$ cat src/dead_time_pkg.sv
package dead_time_pkg;
  // register byte addresses on the plain port
  localparam logic [7:0] ADDR_EDGES_ONE_TWO = 8'h69;
  localparam logic [7:0] ADDR_EDGES_THREE_FOUR = 8'h6a;
  // reset values of both registers and of the read data
  localparam logic [7:0] RESET_EDGES_ONE_TWO = 8'h00;
  localparam logic [7:0] RESET_EDGES_THREE_FOUR = 8'h00;
  localparam logic [7:0] READ_IDLE = 8'h00;
  // field positions inside a dead-time register
  localparam int POL_UPPER_BIT = 7;
  localparam int CODE_UPPER_LSB = 4;
  localparam int POL_LOWER_BIT = 3;
  localparam int CODE_LOWER_LSB = 0;
  localparam int CODE_WIDTH = 3;
  // timing of one offset code step, the largest offset and the edge count
  localparam int STEP_NS = 5;
  localparam int OFFSET_MAX_NS = 35;
  localparam int EDGE_COUNT = 4;
endpackage

$ cat src/edge_offset_if.sv
`timescale 1ns/1ps
interface edge_offset_if;
  logic polarity;
  logic [2:0] code;
  logic apply;
  logic signed [3:0] offset_steps;
  logic signed [6:0] offset_ns;
  modport ctrl (output polarity, output code, output apply, input offset_steps, input offset_ns);
  modport calc (input polarity, input code, input apply, output offset_steps, output offset_ns);
endinterface

$ cat src/adaptive_dead_time_offsets.sv
`timescale 1ns/1ps
module adaptive_dead_time_offsets (
  input wire logic sys_clk,
  input wire logic reset_n,
  input wire logic [7:0] address,
  input wire logic [7:0] write_data,
  input wire logic write_strobe,
  input wire logic read_strobe,
  output logic [7:0] read_data,
  input wire logic [7:0] secondary_current_sense,
  input wire logic [7:0] adaptive_threshold,
  output logic offsets_active,
  output logic signed [3:0] edge1_offset_steps,
  output logic signed [3:0] edge2_offset_steps,
  output logic signed [3:0] edge3_offset_steps,
  output logic signed [3:0] edge4_offset_steps,
  output logic signed [6:0] edge1_offset_ns,
  output logic signed [6:0] edge2_offset_ns,
  output logic signed [6:0] edge3_offset_ns,
  output logic signed [6:0] edge4_offset_ns
);

  // how the block is used:
  // software programs the two dead-time registers over the plain port;
  // the sensed current and the threshold arrive on this clock every cycle;
  // the four signed offsets go on to the edge generator, which moves its
  // edges by whole 5 ns steps; this block never touches the edges itself,
  // it only decides how far each one should move and in which direction

  // stored copies of the two dead-time registers
  logic [7:0] dead_time_edges_one_two;
  logic [7:0] dead_time_edges_three_four;
  logic [7:0] next_edges_one_two;
  logic [7:0] next_edges_three_four;

  // read data is registered, so the master sees it one cycle after its strobe
  logic [7:0] next_read_data;

  // address decode, shared by the write and read paths
  logic hit_one_two;
  logic hit_three_four;
  logic write_one_two;
  logic write_three_four;
  logic read_one_two;
  logic read_three_four;

  // adaptive window flag and its next value
  logic next_active;
  logic active;

  // per-edge fields; index 0 is edge one, index 3 is edge four
  logic [3:0] pol;
  logic [dead_time_pkg::CODE_WIDTH-1:0] code [4];

  // decode once so both paths agree on which register is addressed;
  // strobes may follow each other with no gap, and never come together,
  // so a write and a read are never decoded in the same cycle
  always_comb begin
    hit_one_two = address == dead_time_pkg::ADDR_EDGES_ONE_TWO;
    hit_three_four = address == dead_time_pkg::ADDR_EDGES_THREE_FOUR;
    write_one_two = write_strobe && hit_one_two;
    write_three_four = write_strobe && hit_three_four;
    read_one_two = read_strobe && hit_one_two;
    read_three_four = read_strobe && hit_three_four;
  end

  // write path: a write to any other address leaves both registers alone
  always_comb begin
    next_edges_one_two = dead_time_edges_one_two;
    next_edges_three_four = dead_time_edges_three_four;
    if (write_one_two) begin
      next_edges_one_two = write_data;
    end
    if (write_three_four) begin
      next_edges_three_four = write_data;
    end
  end

  // both registers leave reset with every offset at zero, so edges start
  // at their nominal timing until software asks for something else;
  // a write lands at its own edge and reaches the offsets one edge later
  always_ff @(posedge sys_clk or negedge reset_n) begin
    if (!reset_n) begin
      dead_time_edges_one_two <= dead_time_pkg::RESET_EDGES_ONE_TWO;
      dead_time_edges_three_four <= dead_time_pkg::RESET_EDGES_THREE_FOUR;
    end else begin
      dead_time_edges_one_two <= next_edges_one_two;
      dead_time_edges_three_four <= next_edges_three_four;
    end
  end

  // read path: data stands for one cycle only, then falls back to idle
  always_comb begin
    next_read_data = dead_time_pkg::READ_IDLE;
    if (read_one_two) begin
      next_read_data = dead_time_edges_one_two;
    end else if (read_three_four) begin
      next_read_data = dead_time_edges_three_four;
    end
  end

  // unmapped reads give idle too; software cannot tell a hole from a
  // register that holds zero, which is accepted to keep the port simple
  always_ff @(posedge sys_clk or negedge reset_n) begin
    if (!reset_n) begin
      read_data <= dead_time_pkg::READ_IDLE;
    end else begin
      read_data <= next_read_data;
    end
  end

  // adaptive window: strictly below the threshold; equal means nominal timing
  always_comb begin
    next_active = secondary_current_sense < adaptive_threshold;
  end

  // the sense code and threshold come from logic on this clock, so the
  // window needs no synchroniser; one register keeps the compare off the
  // path into the calculators, at the price of one more cycle of delay
  always_ff @(posedge sys_clk or negedge reset_n) begin
    if (!reset_n) begin
      active <= 1'b0;
    end else begin
      active <= next_active;
    end
  end

  assign offsets_active = active;

  // field extraction: each register carries two edges, the upper half
  // for the odd edge and the lower half for the even one, each half a
  // sign bit above a three-bit step code

  // edge one: upper half of the first register
  assign pol[0] = dead_time_edges_one_two[dead_time_pkg::POL_UPPER_BIT];
  assign code[0] = dead_time_edges_one_two[dead_time_pkg::CODE_UPPER_LSB +:
    dead_time_pkg::CODE_WIDTH];

  // edge two: lower half of the first register
  assign pol[1] = dead_time_edges_one_two[dead_time_pkg::POL_LOWER_BIT];
  assign code[1] = dead_time_edges_one_two[dead_time_pkg::CODE_LOWER_LSB +:
    dead_time_pkg::CODE_WIDTH];

  // edge three: upper half of the second register
  assign pol[2] = dead_time_edges_three_four[dead_time_pkg::POL_UPPER_BIT];
  assign code[2] = dead_time_edges_three_four[dead_time_pkg::CODE_UPPER_LSB +:
    dead_time_pkg::CODE_WIDTH];

  // edge four: lower half of the second register
  assign pol[3] = dead_time_edges_three_four[dead_time_pkg::POL_LOWER_BIT];
  assign code[3] = dead_time_edges_three_four[dead_time_pkg::CODE_LOWER_LSB +:
    dead_time_pkg::CODE_WIDTH];

  // one calculator per edge; the window flag is already registered, so
  // offsets follow the current by two cycles, traded for clean timing;
  // the offsets are handed over as signed values because a 10 ns clock
  // cannot place an edge on a 5 ns grid, the edge generator does that

  // edge one calculator
  edge_offset_if link_edge1 ();
  assign link_edge1.polarity = pol[0];
  assign link_edge1.code = code[0];
  assign link_edge1.apply = active;
  edge_offset_calc u_edge1_calc (
    .sys_clk(sys_clk),
    .reset_n(reset_n),
    .port(link_edge1.calc)
  );
  assign edge1_offset_steps = link_edge1.offset_steps;
  assign edge1_offset_ns = link_edge1.offset_ns;

  // edge two calculator
  edge_offset_if link_edge2 ();
  assign link_edge2.polarity = pol[1];
  assign link_edge2.code = code[1];
  assign link_edge2.apply = active;
  edge_offset_calc u_edge2_calc (
    .sys_clk(sys_clk),
    .reset_n(reset_n),
    .port(link_edge2.calc)
  );
  assign edge2_offset_steps = link_edge2.offset_steps;
  assign edge2_offset_ns = link_edge2.offset_ns;

  // edge three calculator
  edge_offset_if link_edge3 ();
  assign link_edge3.polarity = pol[2];
  assign link_edge3.code = code[2];
  assign link_edge3.apply = active;
  edge_offset_calc u_edge3_calc (
    .sys_clk(sys_clk),
    .reset_n(reset_n),
    .port(link_edge3.calc)
  );
  assign edge3_offset_steps = link_edge3.offset_steps;
  assign edge3_offset_ns = link_edge3.offset_ns;

  // edge four calculator
  edge_offset_if link_edge4 ();
  assign link_edge4.polarity = pol[3];
  assign link_edge4.code = code[3];
  assign link_edge4.apply = active;
  edge_offset_calc u_edge4_calc (
    .sys_clk(sys_clk),
    .reset_n(reset_n),
    .port(link_edge4.calc)
  );
  assign edge4_offset_steps = link_edge4.offset_steps;
  assign edge4_offset_ns = link_edge4.offset_ns;
endmodule

$ cat src/edge_offset_calc.sv
`timescale 1ns/1ps
module edge_offset_calc (
  input wire logic sys_clk,
  input wire logic reset_n,
  edge_offset_if.calc port
);
  logic signed [3:0] next_steps;
  logic signed [6:0] next_ns;
  logic signed [3:0] steps;
  logic signed [6:0] ns_val;
  logic signed [6:0] magnitude_ns;

  // signed offset: zero outside the adaptive window
  always_comb begin
    magnitude_ns = 7'(port.code * 7'(dead_time_pkg::STEP_NS));
    next_steps = 4'sd0;
    next_ns = 7'sd0;
    if (port.apply) begin
      if (port.polarity) begin
        next_steps = -$signed({1'b0, port.code});
        next_ns = -magnitude_ns;
      end else begin
        next_steps = $signed({1'b0, port.code});
        next_ns = magnitude_ns;
      end
    end
  end

  // registered so the edge generator sees a stable value per cycle
  always_ff @(posedge sys_clk or negedge reset_n) begin
    if (!reset_n) begin
      steps <= 4'sd0;
      ns_val <= 7'sd0;
    end else begin
      steps <= next_steps;
      ns_val <= next_ns;
    end
  end

  assign port.offset_steps = steps;
  assign port.offset_ns = ns_val;
endmodule

$ cat config.mk
export PLATFORM = sky130hd
export DESIGN_NAME = adaptive_dead_time_offsets
export DESIGN_NICKNAME = d
export VERILOG_FILES = /design/src/dead_time_pkg.sv /design/src/edge_offset_if.sv /design/src/adaptive_dead_time_offsets.sv /design/src/edge_offset_calc.sv
export SDC_FILE = /design/constraint.sdc
export NUM_CORES = 1
export LEC_CHECK = 0
export BUFFER_PORTS_ARGS = -buffer_cell sky130_fd_sc_hd__clkbuf_2
export CORE_UTILIZATION = 45
export CTS_CLUSTER_DIAMETER = 100
export DETAILED_ROUTE_END_ITERATION = 7
export PLACE_DENSITY_LB_ADDON = 0.1
export SLEW_MARGIN = 30
export SYNTH_ARGS = -nofsm -noshare
export SYNTH_HDL_FRONTEND = slang
export SYNTH_HIERARCHICAL = 1
export SYNTH_SLANG_ARGS = --single-unit
$ cat constraint.sdc
create_clock -name sys_clk -period 3.7 [get_ports sys_clk]
set_input_delay 0.37 -clock sys_clk [delete_from_list [all_inputs] [get_ports sys_clk]]
set_output_delay 0.37 -clock sys_clk [all_outputs]
set_load 0.03 [all_outputs]
== Word level (Yosys, flattened, before mapping) ==
Index checks and enable logic that the tools add are counted.

* $add $sub $neg: 8
* Multipliers: 4
* Div/mod/pow operators: 0
* $lt $le $gt $ge: 1
* Eq/ne operators: 2
* Shift-type cells: 0
* Muxes and demuxes: 18
* Bitwise gates (word level): 0
* Reductions and logical operators: 4

{| class="wikitable"
|+ Operators by type and width
! cell !! count
|-
| 7-bit 2-to-1 mux || 8
|-
| 4-bit 2-to-1 mux || 8
|-
| 6-bit negation with 7-bit output || 4
|-
| 3-bit by 3-bit multiplier with 6-bit output (second input constant) || 4
|-
| 8-bit by 7-bit equality test with 1-bit output (second input constant) || 2
|-
| 8-bit 2-to-1 mux || 2
|-
| 3-bit negation with 4-bit output || 4
|-
| 8-bit less-than comparator || 1
|-
| 1-bit logical AND || 4
|}

* Bits in registers: 69
* Bits in latches: 0
* RAM bits: 0
* Bits in read-only memories: 0
* Input port bits: 36
* Output and inout bits: 53
* Logic and storage cells: 49
* Memories kept: 0

== Depth between registers and ports, before layout ==
* Depth in word-level cells: 4
* Mapped depth: 7

== Modules after synthesis ==
Netlist, hierarchy kept.

{| class="wikitable"
|+ By module, submodules not included
! module !! instances !! cells an instance !! area an instance (um^2) !! seq. area each (um^2)
|-
| edge_offset_calc || 4 || 54 || 548.0 || 225.2
|-
| adaptive_dead_time_offsets || 1 || 94 || 1192.4 || 625.6
|}

== Worst setup path before layout ==
Ideal clock, no wire load.

* Kind: reg2reg
* Start point: register dead_time_edges_three_four[4]
* End point: register u_edge3_calc.ns_val[5], in the netlist u_edge3_calc/port.offset_ns[5]
* Setup time: 101 ps
* Arrival: 1563 ps
* Data required time: 3599 ps
* Setup slack: 2036 ps
* Cell stages (with the launch flop): 6
* Path buffers: 0
* Period minus slack after synthesis: 1664 ps
* Cell sequence: dfrtp_1 > ha_1 > nand2_1 > ha_1 > or3_4 > o311ai_2

* Cells in the longest elaborated chain, start to end: 4

{| class="wikitable"
|+ Ends and longest elaborated chain
! what !! line !! source
|-
| start, declared || adaptive_dead_time_offsets.sv:32 || <nowiki>logic [7:0] dead_time_edges_three_four;</nowiki>
|-
| start signal, assigned || adaptive_dead_time_offsets.sv:85 || <nowiki>dead_time_edges_three_four <= dead_time_pkg::RESET_EDGES_THREE_FOUR;</nowiki>
|-
| start signal, assigned || adaptive_dead_time_offsets.sv:88 || <nowiki>dead_time_edges_three_four <= next_edges_three_four;</nowiki>
|-
| 3-bit by 3-bit multiplier with 6-bit output (*) || edge_offset_calc.sv:15 || <nowiki>magnitude_ns = 7'(port.code * 7'(dead_time_pkg::STEP_NS));</nowiki>
|-
| 6-bit negation with 7-bit output || edge_offset_calc.sv:21 || <nowiki>next_ns = -magnitude_ns;</nowiki>
|-
| 7-bit 2-to-1 mux (*) || edge_offset_calc.sv:19 || <nowiki>if (port.polarity) begin</nowiki>
|-
| 7-bit 2-to-1 mux (*) || edge_offset_calc.sv:18 || <nowiki>if (port.apply) begin</nowiki>
|-
| via u_edge3_calc.next_ns[5] || edge_offset_calc.sv:8 || <nowiki>logic signed [6:0] next_ns;</nowiki>
|-
| end signal, assigned || edge_offset_calc.sv:36 || <nowiki>ns_val <= next_ns;</nowiki>
|-
| end, declared || edge_offset_calc.sv:10 || <nowiki>logic signed [6:0] ns_val;</nowiki>
|}

Mark *: on every way through the listed nets, which the timed path passes. The rest lies on a longest branch.
A chain may end at the register's enable or synchronous reset.

== Worst setup path after layout ==
Same ends and word-level chain as after synthesis.

==> impl_metrics.json <==
{
  "outcome": "finished clean",
  "synthDistinctLibCells": 36,
  "fp.coreArea_um2": 7253,
  "areaGrowthSynthToFinish_pct": 20.67,
  "cp_slowest_stage_delay_ps": 510,
  "antenna_found_initial": 0,
  "finalHoldViolCount": 0,
  "grt_pass1_vias": 2419,
  "fmax_mhz": 534.2,
  "synth-simple-area-share_pct": 19.41,
  "ys_seq_area_share_pct": 45.10,
  "path_clk_slew_ps": 70,
  "final-setup-viol-count": 0,
  "synthTopCellsByArea": "dfrtp_1, ha_1, mux2_2, inv_1, nand2b_1",
  "vias": 2497,
  "routabilityCongestion": 0.7670,
  "grt_max_degree": 37,
  "slew_viol_final": 0,
  "ios": 89,
  "endpoint_kind": "register",
  "fin_crit_ps": 1872,
  "die-area_um2": 7872,
  "finalNetCount": 460,
  "tns_ps": 0,
  "critPathBufInv": 0,
  "tightestPinTransition_ps": 755.3,
  "synth-edff-count": 0,
  "hpwl_mm": 4.828,
  "dieHeight_um": 88.73,
  "fin_skew_ps": 11.52,
  "power_mw": 1.551,
  "diodes": 0,
  "clockBufferDepth": 2,
  "viasPerCell": 5.004,
  "fillCellCount": 646,
  "synth_top_family_by_area": "simple AND/OR/NAND/NOR gates",
  "layout-drive-gt1-share_pct": 33.75,
  "synthAdderAreaFrac_pct": 9.982,
  "htreeDepth": 3,
  "path_class": "register to register",
  "synth_most_common_cell": "dfrtp_1",
  "maxCapViolations": 0,
  "drt_pre_antenna_iters": 4,
  "yosysTopAreaCell": "dfrtp_1",
  "wl_per_cell_um": 13.09,
  "clockRootBuffer": "clkbuf_8",
  "cp-start-kind": "register",
  "grt_use_total_pct": 18.71,
  "routed_wl_mm": 6.532,
  "grt_first_pass_wirelength_mm": 11.04,
  "synthArstFlopShare_pct": 100.0,
  "postSynthCellCount": 310,
  "synth_mux_area_share_pct": 6.506,
  "min_path_type": "input port to asynchronous set/reset pin",
  "synthDominantCellAreaShare_pct": 45.10,
  "critPathTopFamily": "adder cells",
  "fp.dieW_um": 88.73,
  "cpMostUsedCell": "ha_1",
  "synth_area_um2": 3384,
  "path_cells": "ha_1, nand2_1, ha_1, or3_4, o311ai_2",
  "worstPathRequired_ps": 3940,
  "cts_inserted_buffers": 9,
  "fin_crit_sh_pct": 50.60,
  "synth_common_cells": "dfrtp_1, ha_1, inv_1",
  "vdd_drop_max_v": 0.0001976,
  "cts_tree": "yes",
  "cts_hold_buf": 0,
  "postRouteAntennaNets": 0,
  "synth_compound_area_share_pct": 10.57,
  "synth-xor-area-share_pct": 3.105,
  "synth_nets": 373,
  "yosysWarnings": 6,
  "grt-ovfl-total": 0,
  "worstPathArrival_ps": 2120,
  "post_cts_resized": 0,
  "clkLatencyLatePin_ps": 340,
  "cts_setup_buffers": 0,
  "rsz0062_at_grt": "false",
  "first_iter_violations": 72,
  "yosys_register_bits": 61,
  "synth.avg_cell_area_um2": 10.92,
  "worstPathMaxFanout": 8,
  "initial_core_util_pct": 46.66,
  "drc": 0,
  "clock_sinks": 61,
  "leakage_nw": 2.139,
  "cp_slowest_cell": "dfrtp_1",
  "power.density_nw_per_um2": 379.7,
  "row_count": 31,
  "dominantRegCellSynth": "dfrtp_1",
  "numPortBuffers": 88,
  "relSlewSlack_pct": 49.64
}
## logic make-up after synthesis
family	count (synthesis)
buf+inv	40
mux	20
simple gates	104
fa+ha+maj	27
xor+xnor	12
compound gates	46
flops	61
## report_power, final
group,switching (mW),internal (mW),leakage [nW]
combinational,0.142,0.0939,1.19
clock,0.236,0.359,0.102
sequential,0.0285,0.691,0.843
total,0.407,1.14,2.14
## state kept, by name (all words and copies together), names as in the netlist
name                            count
u_edge2_calc/port.offset_steps      2
dead_time_edges_one_two             8
u_edge3_calc/port.offset_ns         7
u_edge2_calc/port.offset_ns         7
dead_time_edges_three_four          8
read_data                           8
u_edge1_calc/port.offset_steps      2
offsets_active                      1
u_edge1_calc/port.offset_ns         7
u_edge3_calc/port.offset_steps      2
u_edge4_calc/port.offset_ns         7
u_edge4_calc/port.offset_steps      2
## metrics by stage
step	cell area, µm²	instances	utilization [%]	setup WS, ps	hold slack, ps
2_1_floorplan	3385	310	-	2037	74.41
3_3_place_gp	3885	485	53.56	1853	518.0
3_5_place_dp	3885	485	53.56	1809	525.4
4_1_cts	4084	499	56.31	1796	157.1
5_1_grt	4084	499	56.31	1702	161.8
6_report	4084	499	56.31	1828	101.0
## worst paths after layout
kind | start | slack, ps | endpoint | cells past startpoint
setup / recovery | dead_time_edges_three_four[4] | 1830 | u_edge3_calc/port.offset_ns[5] | 5
hold / removal | reset_n | 100 | u_edge3_calc/port.offset_steps[2] | 1
setup reg to reg | dead_time_edges_three_four[4] | 1830 | u_edge3_calc/port.offset_ns[5] | 5
hold reg to reg | dead_time_edges_one_two[6] | 650 | dead_time_edges_one_two[6] | 1
max in group asynchronous | reset_n | 2760 | dead_time_edges_three_four[1] | 2
min in group sys_clk | write_data[6] | 290 | dead_time_edges_three_four[6] | 2
## area by class of cell
class	instances	area (µm²)	area share, %
timing repair buffer	91	462.9	11.34
clock inverter	1	30.03	0.7353
sequential	61	1526	37.38
multi-input combinational	209	1678	41.08
tap	99	123.9	3.033
inverter	25	93.84	2.298
clock buffer	13	168.9	4.136
## cell usage in the layout (no fill, tap or decap), types with 5 or more instances in the layout
cell	count
a22oi_1	8
a31oi_1	13
and2_1	12
clkbuf_2	87
clkbuf_8	12
dfrtp_1	61
ha_1	27
inv_1	25
mux2_2	16
nand2_1	22
nand2b_1	14
nand3b_1	5
nor2_1	13
nor2b_1	10
xnor2_1	8
## layer usage
layer	GRT usage (%)	part of all wire (%)	vias to the layer above
met5	0	0	-
met4	8.211	1.9	0
met3	5.131	5.3	11
met2	29.58	46	84
met1	24.04	47	1164
li1	-	-	1238
Power figures use the tool's default switching activity.
